## src/rtl/csd_pkg.sv

```systemverilog
package csd_pkg;

  localparam int CSD_NUM_CS = 8;
  localparam int CSD_NUM_LANES = 4;

  // Independent selects match address bits [31:16] under a mask, 64K to 2G.
  localparam int CSD_IND_LSB = 16;
  localparam int CSD_IND_W = 16;
  // Shared-base selects: 8-bit base on [31:24], 2M block index on [23:21].
  localparam int CSD_SHR_BASE_LSB = 24;
  localparam int CSD_SHR_BASE_W = 8;
  localparam int CSD_SHR_BLK_LSB = 21;
  localparam int CSD_SHR_BLK_W = 3;
  localparam logic [2:0] CSD_SHR_FIRST_BLK = 3'h2;
  // The 2G ceiling means the mask may never cover address bit 31.
  localparam logic [15:0] CSD_MASK_LIMIT = 16'h7fff;

  localparam logic [7:0] CSD_CS_RESET_EN = 8'h01;
  localparam logic [7:0] CSD_CS_ALL_OFF = 8'hff;
  localparam logic [3:0] CSD_LANES_OFF = 4'hf;
  localparam logic [3:0] CSD_LANES_ALL = 4'h0;
  localparam logic [3:0] CSD_LANE_B0 = 4'he;
  localparam logic [3:0] CSD_LANE_B1 = 4'hd;
  localparam logic [3:0] CSD_LANE_16 = 4'hc;
  localparam logic [3:0] CSD_LANE_32 = 4'h3;

  // Strap fields sampled on D[7:0] when the reset input deasserts.
  localparam int CSD_STRAP_PS_LSB = 0;
  localparam int CSD_STRAP_AA_BIT = 2;

  typedef enum logic [1:0] {
    CSD_SZ_LONG = 2'h0,
    CSD_SZ_BYTE = 2'h1,
    CSD_SZ_WORD = 2'h2,
    CSD_SZ_LINE = 2'h3
  } csd_size_t;

  typedef enum logic [1:0] {
    CSD_PS_32 = 2'h0,
    CSD_PS_8 = 2'h1,
    CSD_PS_16 = 2'h2,
    CSD_PS_16B = 2'h3
  } csd_port_t;

  typedef struct packed {
    logic enable;
    logic write_mode;
    csd_port_t port_size;
    logic burst;
    logic auto_ack;
    logic [3:0] wait_states;
  } csd_cfg_t;

  typedef struct packed {
    logic valid;
    logic read;
    logic external;
    logic [31:0] addr;
    csd_size_t size;
  } csd_xfer_t;

  typedef struct packed {
    logic [7:0] cs_n;
    logic oe_n;
    logic [3:0] lane_enable_n;
    logic [3:0] lane_write_enable_n;
    logic [3:0] wait_states;
    logic auto_ack;
    logic hit;
  } csd_out_t;

endpackage : csd_pkg
```

## src/rtl/csd_chip_select.sv

```systemverilog
`timescale 1ns/1ps
// Function
// Eight selects: two with own bases, six offset from a shared base.
// The two independent selects mask address for 64K to 2G blocks.
// Each shared-base select decodes a fixed 2M block, no masking.
// Reset disables every select except the first; code forces global mode, where select 0 wins, and never clears cs_cfg enables.
// After reset the first select matches any address.
// Port size and termination of the first select latched from D[7:0].
// Read output-enable changes only on falling clock edges.
// Output-enable asserts only when an enabled select matches.
// Each lane acts as byte or write enable, chosen per select.
// Lanes come from size, A1, A0, port size and burst of the match.
// Byte to 8-bit port asserts only the D[31:24] lane.
// Byte to 16-bit port picks D[31:24] or D[23:16] by A0.
// Byte to 32-bit port asserts exactly one lane chosen by A1A0.
// Each select has port size, burst, wait states, termination choice.
// External master cycles are decoded like internal ones.
// Longword or line to a 32-bit port asserts all four lanes.
module csd_chip_select
  import csd_pkg::*;
(
  input wire logic core_clk,
  input wire logic reset_n,
  input wire logic reset_input_n,
  input wire logic [7:0] strap_data,
  input wire csd_xfer_t xfer,
  input wire logic [15:0] cs0_base,
  input wire logic [15:0] cs0_mask,
  input wire logic [15:0] cs1_base,
  input wire logic [15:0] cs1_mask,
  input wire logic [7:0] shared_base,
  input wire logic cs0_programmed,
  input wire csd_cfg_t [7:0] cs_cfg,
  output csd_out_t bus_out
);

  typedef struct packed {
    logic [1:0] rst_sync;
    logic reset_input_n_seen;
    logic global_mode;
    csd_port_t boot_port;
    logic boot_auto_ack;
    csd_out_t out;
  } csd_state_t;

  localparam csd_out_t CSD_OUT_IDLE = '{cs_n: CSD_CS_ALL_OFF, oe_n: 1'b1,
    lane_enable_n: CSD_LANES_OFF, lane_write_enable_n: CSD_LANES_OFF,
    wait_states: 4'h0, auto_ack: 1'b0, hit: 1'b0};
  localparam csd_state_t CSD_STATE_RESET = '{rst_sync: 2'h0,
    reset_input_n_seen: 1'b0, global_mode: 1'b1, boot_port: CSD_PS_32,
    boot_auto_ack: 1'b0, out: CSD_OUT_IDLE};

  csd_state_t state_reg;
  csd_state_t state_next;
  logic oe_n_reg;
  logic oe_n_next;
  logic rst_n;
  logic [7:0] match;
  csd_cfg_t sel_cfg;
  logic [3:0] lanes_n;
  logic any_hit;
  logic [2:0] hit_idx;

  // The second stage of the release chain gates the rest of state_reg, not oe_n_reg.
  assign rst_n = state_reg.rst_sync[1];

  function automatic logic ind_match(input logic [15:0] a,
                                     input logic [15:0] base,
                                     input logic [15:0] mask);
    logic [15:0] m;
    m = mask & CSD_MASK_LIMIT;
    return ((a & ~m) == (base & ~m));
  endfunction : ind_match

  always_comb begin
    logic [15:0] ahi;
    ahi = xfer.addr[CSD_IND_LSB +: CSD_IND_W];
    match = '0;
    // Internal and external master cycles use the same decode.
    match[0] = state_reg.global_mode ||
               ind_match(ahi, cs0_base, cs0_mask);
    match[1] = ind_match(ahi, cs1_base, cs1_mask);
    for (int i = 2; i < CSD_NUM_CS; i++) begin
      match[i] = (xfer.addr[CSD_SHR_BASE_LSB +: CSD_SHR_BASE_W] ==
                  shared_base) &&
                 (xfer.addr[CSD_SHR_BLK_LSB +: CSD_SHR_BLK_W] ==
                  3'(i - 2) + CSD_SHR_FIRST_BLK);
    end
    for (int i = 0; i < CSD_NUM_CS; i++) begin
      match[i] = match[i] &&
                 (i == 0 ? (state_reg.global_mode || cs_cfg[0].enable)
                         : cs_cfg[i].enable);
    end
  end

  always_comb begin
    any_hit = 1'b0;
    hit_idx = 3'h0;
    for (int i = CSD_NUM_CS - 1; i >= 0; i--) begin
      if (match[i]) begin
        any_hit = 1'b1;
        hit_idx = 3'(i);
      end
    end
    sel_cfg = cs_cfg[hit_idx];
    if (hit_idx == 3'h0 && state_reg.global_mode) begin
      sel_cfg.port_size = state_reg.boot_port;
      sel_cfg.auto_ack = state_reg.boot_auto_ack;
      sel_cfg.write_mode = 1'b0;
      sel_cfg.burst = 1'b0;
      sel_cfg.wait_states = '1;
    end
  end

  csd_lane_decode u_lane (
    .transfer_size(xfer.size),
    .addr_low(xfer.addr[1:0]),
    .port_size(sel_cfg.port_size),
    .burst(sel_cfg.burst),
    .lanes_n(lanes_n)
  );

  always_comb begin
    state_next = state_reg;
    state_next.rst_sync = {state_reg.rst_sync[0], 1'b1};
    state_next.reset_input_n_seen = reset_input_n;
    if (reset_input_n && !state_reg.reset_input_n_seen) begin
      state_next.boot_port = csd_port_t'(strap_data[CSD_STRAP_PS_LSB +: 2]);
      state_next.boot_auto_ack = strap_data[CSD_STRAP_AA_BIT];
    end
    if (cs0_programmed) begin
      state_next.global_mode = 1'b0;
    end
    state_next.out.cs_n = CSD_CS_ALL_OFF;
    state_next.out.lane_enable_n = CSD_LANES_OFF;
    state_next.out.lane_write_enable_n = CSD_LANES_OFF;
    state_next.out.hit = 1'b0;
    state_next.out.oe_n = 1'b1;
    state_next.out.wait_states = sel_cfg.wait_states;
    state_next.out.auto_ack = sel_cfg.auto_ack;
    if (xfer.valid && any_hit) begin
      state_next.out.hit = 1'b1;
      state_next.out.cs_n[hit_idx] = 1'b0;
      state_next.out.oe_n = !xfer.read;
      if (sel_cfg.write_mode) begin
        if (!xfer.read) begin
          state_next.out.lane_write_enable_n = lanes_n;
        end
      end else begin
        state_next.out.lane_enable_n = lanes_n;
      end
    end
    // Until the release chain settles, hold the boot state and outputs.
    if (!rst_n) begin
      state_next = state_reg;
      state_next.rst_sync = {state_reg.rst_sync[0], 1'b1};
      state_next.reset_input_n_seen = 1'b0;
      state_next.global_mode = 1'b1;
    end
  end

  always_ff @(posedge core_clk or negedge reset_n) begin
    if (!reset_n) begin
      state_reg <= CSD_STATE_RESET;
    end else begin
      state_reg <= state_next;
    end
  end

  // The read strobe is retimed to the falling edge of the clock.
  assign oe_n_next = state_reg.out.oe_n;
  always_ff @(negedge core_clk or negedge reset_n) begin
    if (!reset_n) begin
      oe_n_reg <= 1'b1;
    end else begin
      oe_n_reg <= oe_n_next;
    end
  end

  always_comb begin
    bus_out = state_reg.out;
    bus_out.oe_n = oe_n_reg;
  end

  a_oe_needs_hit: assert property (
    @(negedge core_clk) disable iff (!rst_n)
    !oe_n_reg |-> $past(state_reg.out.hit))
    else $error("read strobe without a select match");
  a_cs_onehot: assert property (
    @(posedge core_clk) disable iff (!rst_n)
    $countones(~state_reg.out.cs_n) <= 1)
    else $error("more than one select active");
  a_cs0_global: assert property (
    @(posedge core_clk) disable iff (!rst_n)
    (state_reg.global_mode && xfer.valid) |=> !state_reg.out.cs_n[0])
    else $error("first select missed in global mode");
  a_byte_one_lane: assert property (
    @(posedge core_clk) disable iff (!rst_n)
    (xfer.valid && any_hit && xfer.size == CSD_SZ_BYTE) |->
    $countones(~lanes_n) == 1)
    else $error("byte transfer did not pick exactly one lane");
  a_port8_lane: assert property (
    @(posedge core_clk) disable iff (!rst_n)
    (sel_cfg.port_size == CSD_PS_8) |-> lanes_n == CSD_LANE_B0)
    else $error("8-bit port used another lane");
  a_long_all: assert property (
    @(posedge core_clk) disable iff (!rst_n)
    (sel_cfg.port_size == CSD_PS_32 && (xfer.size == CSD_SZ_LONG ||
     xfer.size == CSD_SZ_LINE)) |-> lanes_n == CSD_LANES_ALL)
    else $error("long transfer on 32-bit port missed lanes");
  a_port16_lane: assert property (
    @(posedge core_clk) disable iff (!rst_n)
    (sel_cfg.port_size == CSD_PS_16 && xfer.size == CSD_SZ_BYTE) |->
    lanes_n == (xfer.addr[0] ? CSD_LANE_B1 : CSD_LANE_B0))
    else $error("16-bit byte lane wrong");
  a_disabled_quiet: assert property (
    @(posedge core_clk) disable iff (!rst_n)
    (xfer.valid && !cs_cfg[1].enable) |=> state_reg.out.cs_n[1])
    else $error("disabled select asserted");
  a_oe_follows: assert property (
    @(posedge core_clk) disable iff (!rst_n)
    oe_n_reg == state_reg.out.oe_n)
    else $error("read strobe not retimed on the falling edge");
  a_write_no_oe: assert property (
    @(posedge core_clk) disable iff (!rst_n)
    (xfer.valid && !xfer.read) |=> state_reg.out.oe_n)
    else $error("read strobe raised on a write");
  a_shared_block: assert property (
    @(posedge core_clk) disable iff (!rst_n)
    (xfer.valid && any_hit && hit_idx >= CSD_SHR_FIRST_BLK) |->
    xfer.addr[CSD_SHR_BLK_LSB +: CSD_SHR_BLK_W] == hit_idx)
    else $error("shared select hit outside its fixed block");

endmodule : csd_chip_select

```

## src/rtl/csd_lane_decode.sv

```systemverilog
`timescale 1ns/1ps
module csd_lane_decode
  import csd_pkg::*;
(
  input wire csd_size_t transfer_size,
  input wire logic [1:0] addr_low,
  input wire csd_port_t port_size,
  input wire logic burst,
  output logic [3:0] lanes_n
);

  // Burst capability leaves the pattern unchanged for every listed case.
  logic burst_unused;
  assign burst_unused = burst;

  always_comb begin
    lanes_n = CSD_LANES_OFF;
    if (port_size == CSD_PS_8) begin
      lanes_n = CSD_LANE_B0;
    end else if (port_size == CSD_PS_16 || port_size == CSD_PS_16B) begin
      if (transfer_size == CSD_SZ_BYTE) begin
        lanes_n = addr_low[0] ? CSD_LANE_B1 : CSD_LANE_B0;
      end else begin
        lanes_n = CSD_LANE_16;
      end
    end else begin
      case (transfer_size)
        // Lane 0 carries D[31:24], so A1A0 counts lanes upward from it.
        CSD_SZ_BYTE: lanes_n = ~(~CSD_LANE_B0 << addr_low);
        CSD_SZ_WORD: lanes_n = addr_low[1] ? CSD_LANE_32 : CSD_LANE_16;
        default: lanes_n = CSD_LANES_ALL;
      endcase
    end
  end

endmodule : csd_lane_decode

```

## config.mk

```make
export PLATFORM = sky130hd
export DESIGN_NAME = csd_chip_select
export DESIGN_NICKNAME = d
export VERILOG_FILES = /design/src/rtl/csd_pkg.sv /design/src/rtl/csd_chip_select.sv /design/src/rtl/csd_lane_decode.sv
export SDC_FILE = /design/constraint.sdc
export NUM_CORES = 1
export LEC_CHECK = 0
export BUFFER_PORTS_ARGS = -buffer_cell sky130_fd_sc_hd__clkbuf_2
export CORE_UTILIZATION = 41
export DETAILED_ROUTE_END_ITERATION = 10
export PLACE_DENSITY = 0.82
export SLEW_MARGIN = 10
export SYNTH_ARGS = -nofsm -noshare
export SYNTH_HDL_FRONTEND = slang
export SYNTH_SLANG_ARGS = --single-unit
```

## constraint.sdc

```tcl
create_clock -name core_clk -period 2.4 [get_ports core_clk]
set_clock_uncertainty 0.15 [all_clocks]
set_input_delay 0.12 -clock core_clk [delete_from_list [all_inputs] [get_ports core_clk]]
set_output_delay 0.12 -clock core_clk [all_outputs]
set_load 0.01 [all_outputs]
```

; Word-level counts from Yosys, hierarchy flattened
; Index checks and enable logic that the tools add are counted.
[classes]
n_lt_le_gt_ge = 2
multipliers = 0
n_div = 0
n_bitwise = 8
shift = 1
n_reduce_logical = 25
mux = 35
addsub = 0
n_eq_ne = 15
[ops]
columns = cell, n
row1 = $and 16x16->16, 4
row2 = $eq 16x16->1, 2
row3 = $not 15->16, 2
row4 = $bmux 10 s3, 1
row5 = $mux 28, 1
row6 = $mux 4, 7
row7 = $mux 3, 9
row8 = $logic_and 1x1->1, 18
row9 = $mux 9, 2
row10 = $mux 17, 1
row11 = $eq 3x3->1 const B, 4
row12 = $mux 1, 11
row13 = $eq 8x8->1, 1
row14 = $not 8->8, 1
row15 = $pmux 4 s2, 1
row16 = $eq 2x2->1 const B, 3
row17 = $eq 3x2->1 const B, 2
row18 = $eq 2x1->1 const B, 2
row19 = $lt 3x4->1 const B, 1
row20 = $not 4->4, 1
row21 = $shl 1x2->4 const A, 1
row22 = $demux 1 s3, 1
row23 = $ge 3x1->1 const B, 1
row24 = $logic_not 3->1, 1
row25 = other kinds (5), 8
[totals]
mem_bits_ro = 0
register_bits = 31
output_inout_bits = 23
memories = 0
ram_bits = 0
wordCells = 99
in_bits = 201
latch_bits = 0

; Longest topological paths before layout
; Gate-level depths: netlist (run 1).
[depth]
depth_word = 22
depth_mapped = 12
ltp_nobuf = 10

; Hierarchy
; A second synthesis (run 1) with hierarchy kept.
[unflattened]
cells_unflattened = 307
area_unflattened_um2 = 2782.7
[by_module_without_submodules]
columns = module, cells_per_inst, n_inst, seq_area_each_um2, area_per_inst_um2
row1 = csd_chip_select, 282, 1, 799.5, 2626.3
row2 = csd_lane_decode, 25, 1, 0.0, 156.4

==> results of run 1 <==
==> final timing paths <==
| check | from | slack [ns] | endpoint |
|---|---|---|---|
| hold reg to reg | state_reg[28] | 0.22 | rst_n |
| setup / recovery | oe_n_reg | -0.02 | bus_out[14] |
| setup reg to reg | state_reg[26] | 0.15 | bus_out[9] |
| max in group asynchronous | reset_n | 0.77 | oe_n_reg |
| hold / removal | cs_cfg[43] | 0.03 | bus_out[5] |
| min in group asynchronous | reset_n | 0.25 | bus_out[1] |
==> power by group <==
group,switching [mW],internal (mW)
combinational,0.333,0.340
clock,0.206,0.296
sequential,0.0294,0.568
==> what timing repair did <==
action                                  in CTS  in global routing
hold endpoints to repair                    19                  0
pin swaps                                    0                 21
buffers inserted                             0                  6
endpoints found under the setup margin       1                 14
hold buffers                                 8                  0
resized for setup                            0                 54
==> final cells by class <==
type	instances	area (µm²)
clock buffers	7	108
clock inverters	2	8.76
fillers	578	2210
inverters	13	48.8
multi-input cells	262	2100
flip-flops and latches	31	800
well taps	96	120
repair buffers	256	1510
==> layer usage <==
| layer | wire (µm) | GRT usage [%] | vias up |
|---|---|---|---|
| met2 | 6140 | 52.9 | 205 |
| met3 | 890 | 5.21 | 36 |
| li1 | - | - | 1681 |
| met1 | 4680 | 36.5 | 1708 |
| met4 | 318 | 8.64 | 0 |
| met5 | 0 | 0 | - |
==> synthesized netlist by cell type (4+ instances only) <==
master | n | area share, %
xnor2_1 | 32 | 9.4
nor2_1 | 29 | 3.7
nand2_1 | 28 | 3.5
buf_4 | 25 | 6.3
o22ai_1 | 24 | 5.0
a21oi_1 | 22 | 3.7
dfstp_2 | 19 | 17
inv_1 | 13 | 1.6
dfrtp_1 | 12 | 10
mux2i_1 | 12 | 4.0
o21ai_0 | 10 | 1.7
nor4_4 | 8 | 5.7
xor2_1 | 8 | 2.4
and2_1 | 5 | 1.0
mux2_2 | 5 | 1.9
nand3_1 | 5 | 0.84
a211oi_1 | 4 | 1.0
a31oi_1 | 4 | 0.84
nand4_1 | 4 | 0.84
o211ai_1 | 4 | 1.0
o221ai_1 | 4 | 1.2
==> logic make-up after synthesis <==
group,after synthesis,synth area share (%)
buffers and inverters,45,8.94
XOR/XNOR,40,11.8
adder cells (fa/ha/maj),2,0.839
other,1,0.126
AO/OA/AOI/OAI,105,24.5
AND/OR/NAND/NOR,95,20.3
multiplexers,19,6.68
flip-flops,31,26.8
==> metrics by stage <==
stage / cells / area, µm² / total power, mW / setup slack [ns]
3_3_place_gp: 645 / 4230 / 1.20 / -0.251
5_1_grt: 667 / 4690 / 1.85 / -0.156
4_1_cts: 661 / 4430 / 1.71 / -0.0325
2_1_floorplan: 338 / 2980 / 0.924 / 0.0289
3_5_place_dp: 645 / 4230 / 1.21 / -0.285
6_report: 667 / 4690 / 1.77 / -0.0188
==> impl_metrics.yaml, run 1 <==
final_layout:
  final_common_cell: "clkbuf_2"
  largest_reg_flops: 22
  post-route-util_pct: 68.0
  drive_gt1_share_pct: 57.1
  final_net_count: 773
  area_growth_pct: 57.5
  n_antenna_cell: 0
  mostFrequentLayoutCells: "186 x clkbuf_2, 55 x buf_4, 28 x xnor2_1, 28 x nor2_1, 26 x nand2_1"
drt:
  num_vias: 3630
  firstDrtPassIters: 5
  ant_nets: 0
  drt-total-wl_um: 12000
  drt_iter0_drc: 238
  drc: 0
  viasPerCell: 5.44
  routedWlPerCell_um: 18.0
grt:
  antenna_found_initial: 0
  grt_max_degree: 31
  grt_pass1_vias: 3549
  overflow: 0
  grt_usage_pct: 29.7
  grt_pass1_wl_um: 17100
worst_setup_path:
  cp_cell_sequence: "buf_6"
  startpoint_type: "register"
  critPathSlowestCell: "dfstp_2"
  cp_num_buf_inv: 1
  rr_worst_depth: 7
  cp.required_ns: 2.13
  cp.arrival_ns: 2.15
  max_stage_delay_ns: 0.52
  crit_type: "register to output port"
  crit_fanout: 1
  worstSetupEndpointType: "output port"
  cp.depth: 1
  cp_top_family: "flip-flops"
logic_synthesis:
  synth_area_mm2: 0.00298
  yosysSeqAreaShare_pct: 26.8
  ys_types: 60
  syn_nets: 541
  postSynthCellCount: 338
  async_flop_share_pct: 100
  synth_warnings: 0
  ys_ff_latch: 31
  avgSynthCellArea_um2: 8.82
  synth_edf_count: 0
  synth_flop_cell: "dfstp_2"
hold_path:
  min_path_type: "input pin to register"
  whs_path_depth: 4
floorplan:
  start_util_pct: 43.2
  core_mm2: 0.00691
  std_cell_rows: 30
  fp.dieW_um: 87.3
  die_y_um: 87.3
  ios: 224
  die_area_mm2: 0.00761
placed_design:
  port_buffers: 193
  dp_hpwl_um: 9550
  place_congestion: 1.03
pwr:
  power_density_mw_per_mm2: 377
  peakVddDrop_mv: 0.269
  power_leakage_nw: 2.28
clocking:
  cts_buffers: 5
  cts_tree: "built"
  clock_sinks: 31
  htreeDepth: 2
  clk_latency_ns: 0.29
  path_clk_slew_ns: 0.07
  clockBufferDepth: 2
  root_buffer: "clkbuf_8"
sta:
  min_period_ns: 2.42
  period_share_pct: 101
  setup_ws_ns: -0.0188
  drv_slew: 0
  setup_viol: 1
  fmaxAchievable_mhz: 418
  rsz0062_at_grt: "true"
  setup_tns_ns: -0.0188
  hold_viol_final: 0
  hold_ws_ns: 0.0328
status:
  violations: "setup timing"
  status: "complete, but fails checks"
flow_run:
  maxCapViolations: 0
Note: power is estimated with default switching activity, not from simulation.
==> inputs of run 2 (changes only) <==
CORE_MARGIN = 2   (was default)
RECOVER_POWER = 50   (was default)
==> run 2 against run 1 <==
Net effect: the run ends with capacitance limit, slew limit, setup timing left; clock power decreased by 14%; register-to-register slack improved by 0.03 ns; sequential share of layout area increased by 0.12 points; final cell count increased by 0.90%; hold slack got worse by 0.023 ns; largest cell class unchanged.
==> impl_metrics.yaml, run 2 (synthesis results as in run 1) <==
status:
  status: "complete, but fails checks"
  violations: "capacitance limit, slew limit, setup timing"
floorplan:
  die_area_mm2: 0.00797
  die_y_um: 89.3
  fp.dieW_um: 89.3
  std_cell_rows: 31
  ios: 224
  start_util_pct: 41.8
  core_mm2: 0.00714
worst_setup_path:
  startpoint_type: "register"
  critPathSlowestCell: "dfstp_2"
  worstSetupEndpointType: "output port"
  cp_cell_sequence: "buf_6"
  crit_fanout: 1
  cp.required_ns: 2.13
  cp.arrival_ns: 2.14
  max_stage_delay_ns: 0.52
  crit_type: "register to output port"
  cp_top_family: "flip-flops"
  cp_num_buf_inv: 1
final_layout:
  n_antenna_cell: 0
  drive_gt1_share_pct: 55.7
  finalInstanceArea_mm2: 0.00466
  final_common_cell: "clkbuf_2"
  largest_reg_flops: 22
  final_net_count: 776
  post-route-util_pct: 65.3
  ff_latch_area_um2: 800
  mostFrequentLayoutCells: "177 x clkbuf_2, 59 x buf_4, 28 x nor2_1"
  fillers: 636
  multi_input_area_mm2: 0.00211
  area_growth_pct: 56.4
pwr:
  power_density_mw_per_mm2: 362
  total_power_mw: 1.69
  power_leakage_nw: 2.24
  peakVddDrop_mv: 0.352
placed_design:
  place_ws_ns: -0.386
  place_area_mm2: 0.00420
  dp_hpwl_um: 8930
  port_buffers: 193
  place_congestion: 0.885
sta:
  hold_viol_final: 0
  setup_tns_ns: -0.0142
  rsz0062_at_grt: "true"
  setup_viol: 1
  tightest_slew_ns: 1.60
  slew_headroom_pct: -6.51
  drv_slew: 31
  setup_ws_ns: -0.0142
clocking:
  clockBufferDepth: 2
  path_clk_slew_ns: 0.06
  clock_sinks: 31
  cts_tree: "built"
  cts_buffers: 5
  htreeDepth: 2
  clk_latency_ns: 0.28
  root_buffer: "clkbuf_8"
drt:
  routedWlPerCell_um: 16.4
  viasPerCell: 5.26
  drt_iter0_drc: 178
  num_vias: 3543
  ant_nets: 0
  drc: 0
  firstDrtPassIters: 4
  drt-total-wl_um: 11100
grt:
  overflow: 0
  grt_pass1_wl_um: 15900
  grt_max_degree: 31
  grt_usage_pct: 26.0
  antenna_found_initial: 0
  grt_pass1_vias: 3288
hold_path:
  min_path_type: "input pin to register"
flow_run:
  maxCapViolations: 1
==> run 2: per-layer routing <==
layer  track usage, %  up-vias  part of all wire, %
met5                0        -                    0
met4             7.46        0                  2.1
met3             4.62       21                  6.5
met2             40.8      163                   48
met1             36.7     1677                   43
li1                 -     1682                    -
==> run 2: area by class of cell <==
cell class	instances	area share (%)
clock buffer	7	1.85
inverter	13	1.05
clock inverter	2	0.188
multi-input combinational	263	45.2
sequential	31	17.2
tap	99	2.66
timing repair buffer	258	31.9
==> run 2: worst paths after layout <==
kind                               start  cells past startpoint          end  slack (ns)
setup / recovery                oe_n_reg                      1  bus_out[14]       -0.01
hold / removal                  xfer[36]                      3  bus_out[15]        0.01
setup reg to reg           state_reg[26]                      8  bus_out[11]        0.18
hold reg to reg            state_reg[28]                      0        rst_n        0.20
max in group asynchronous        reset_n                      3   bus_out[1]        0.42
min in group asynchronous        reset_n                      3   bus_out[4]        0.75
==> run 2: where the power goes <==
part | leakage (nW) | total [mW] | internal [mW] | switching (mW)
Clock | 0.0536 | 0.433 | 0.233 | 0.200
Sequential | 0.335 | 0.594 | 0.568 | 0.0258
Combinational | 1.85 | 0.663 | 0.338 | 0.325
Total | 2.24 | 1.69 | 1.14 | 0.550
==> run 2: worst register-to-register path, delay by kind of cell (launching register included) <==
family / cells / cell delay (ns)
compound gates: 2 / 0.28
flops: 1 / 0.67
simple gates: 4 / 0.57
buf+inv: 2 / 0.49
==> run 2: metrics by stage <==
step                std cells  hold WS, ns
detailed placement        645       0.0331
floorplan                 338       -0.326
global placement          645       0.0287
finish                    673       0.0101
global route              673       0.0313
CTS                       662      0.00215
==> run 2: timing repair <==
action,in CTS,in global routing
cloned,0,1
hold buffers,7,0
endpoints found under the setup margin,8,14
buffers inserted,2,10
hold endpoints to repair,18,0
pin swaps,1,25
resized for setup,2,51
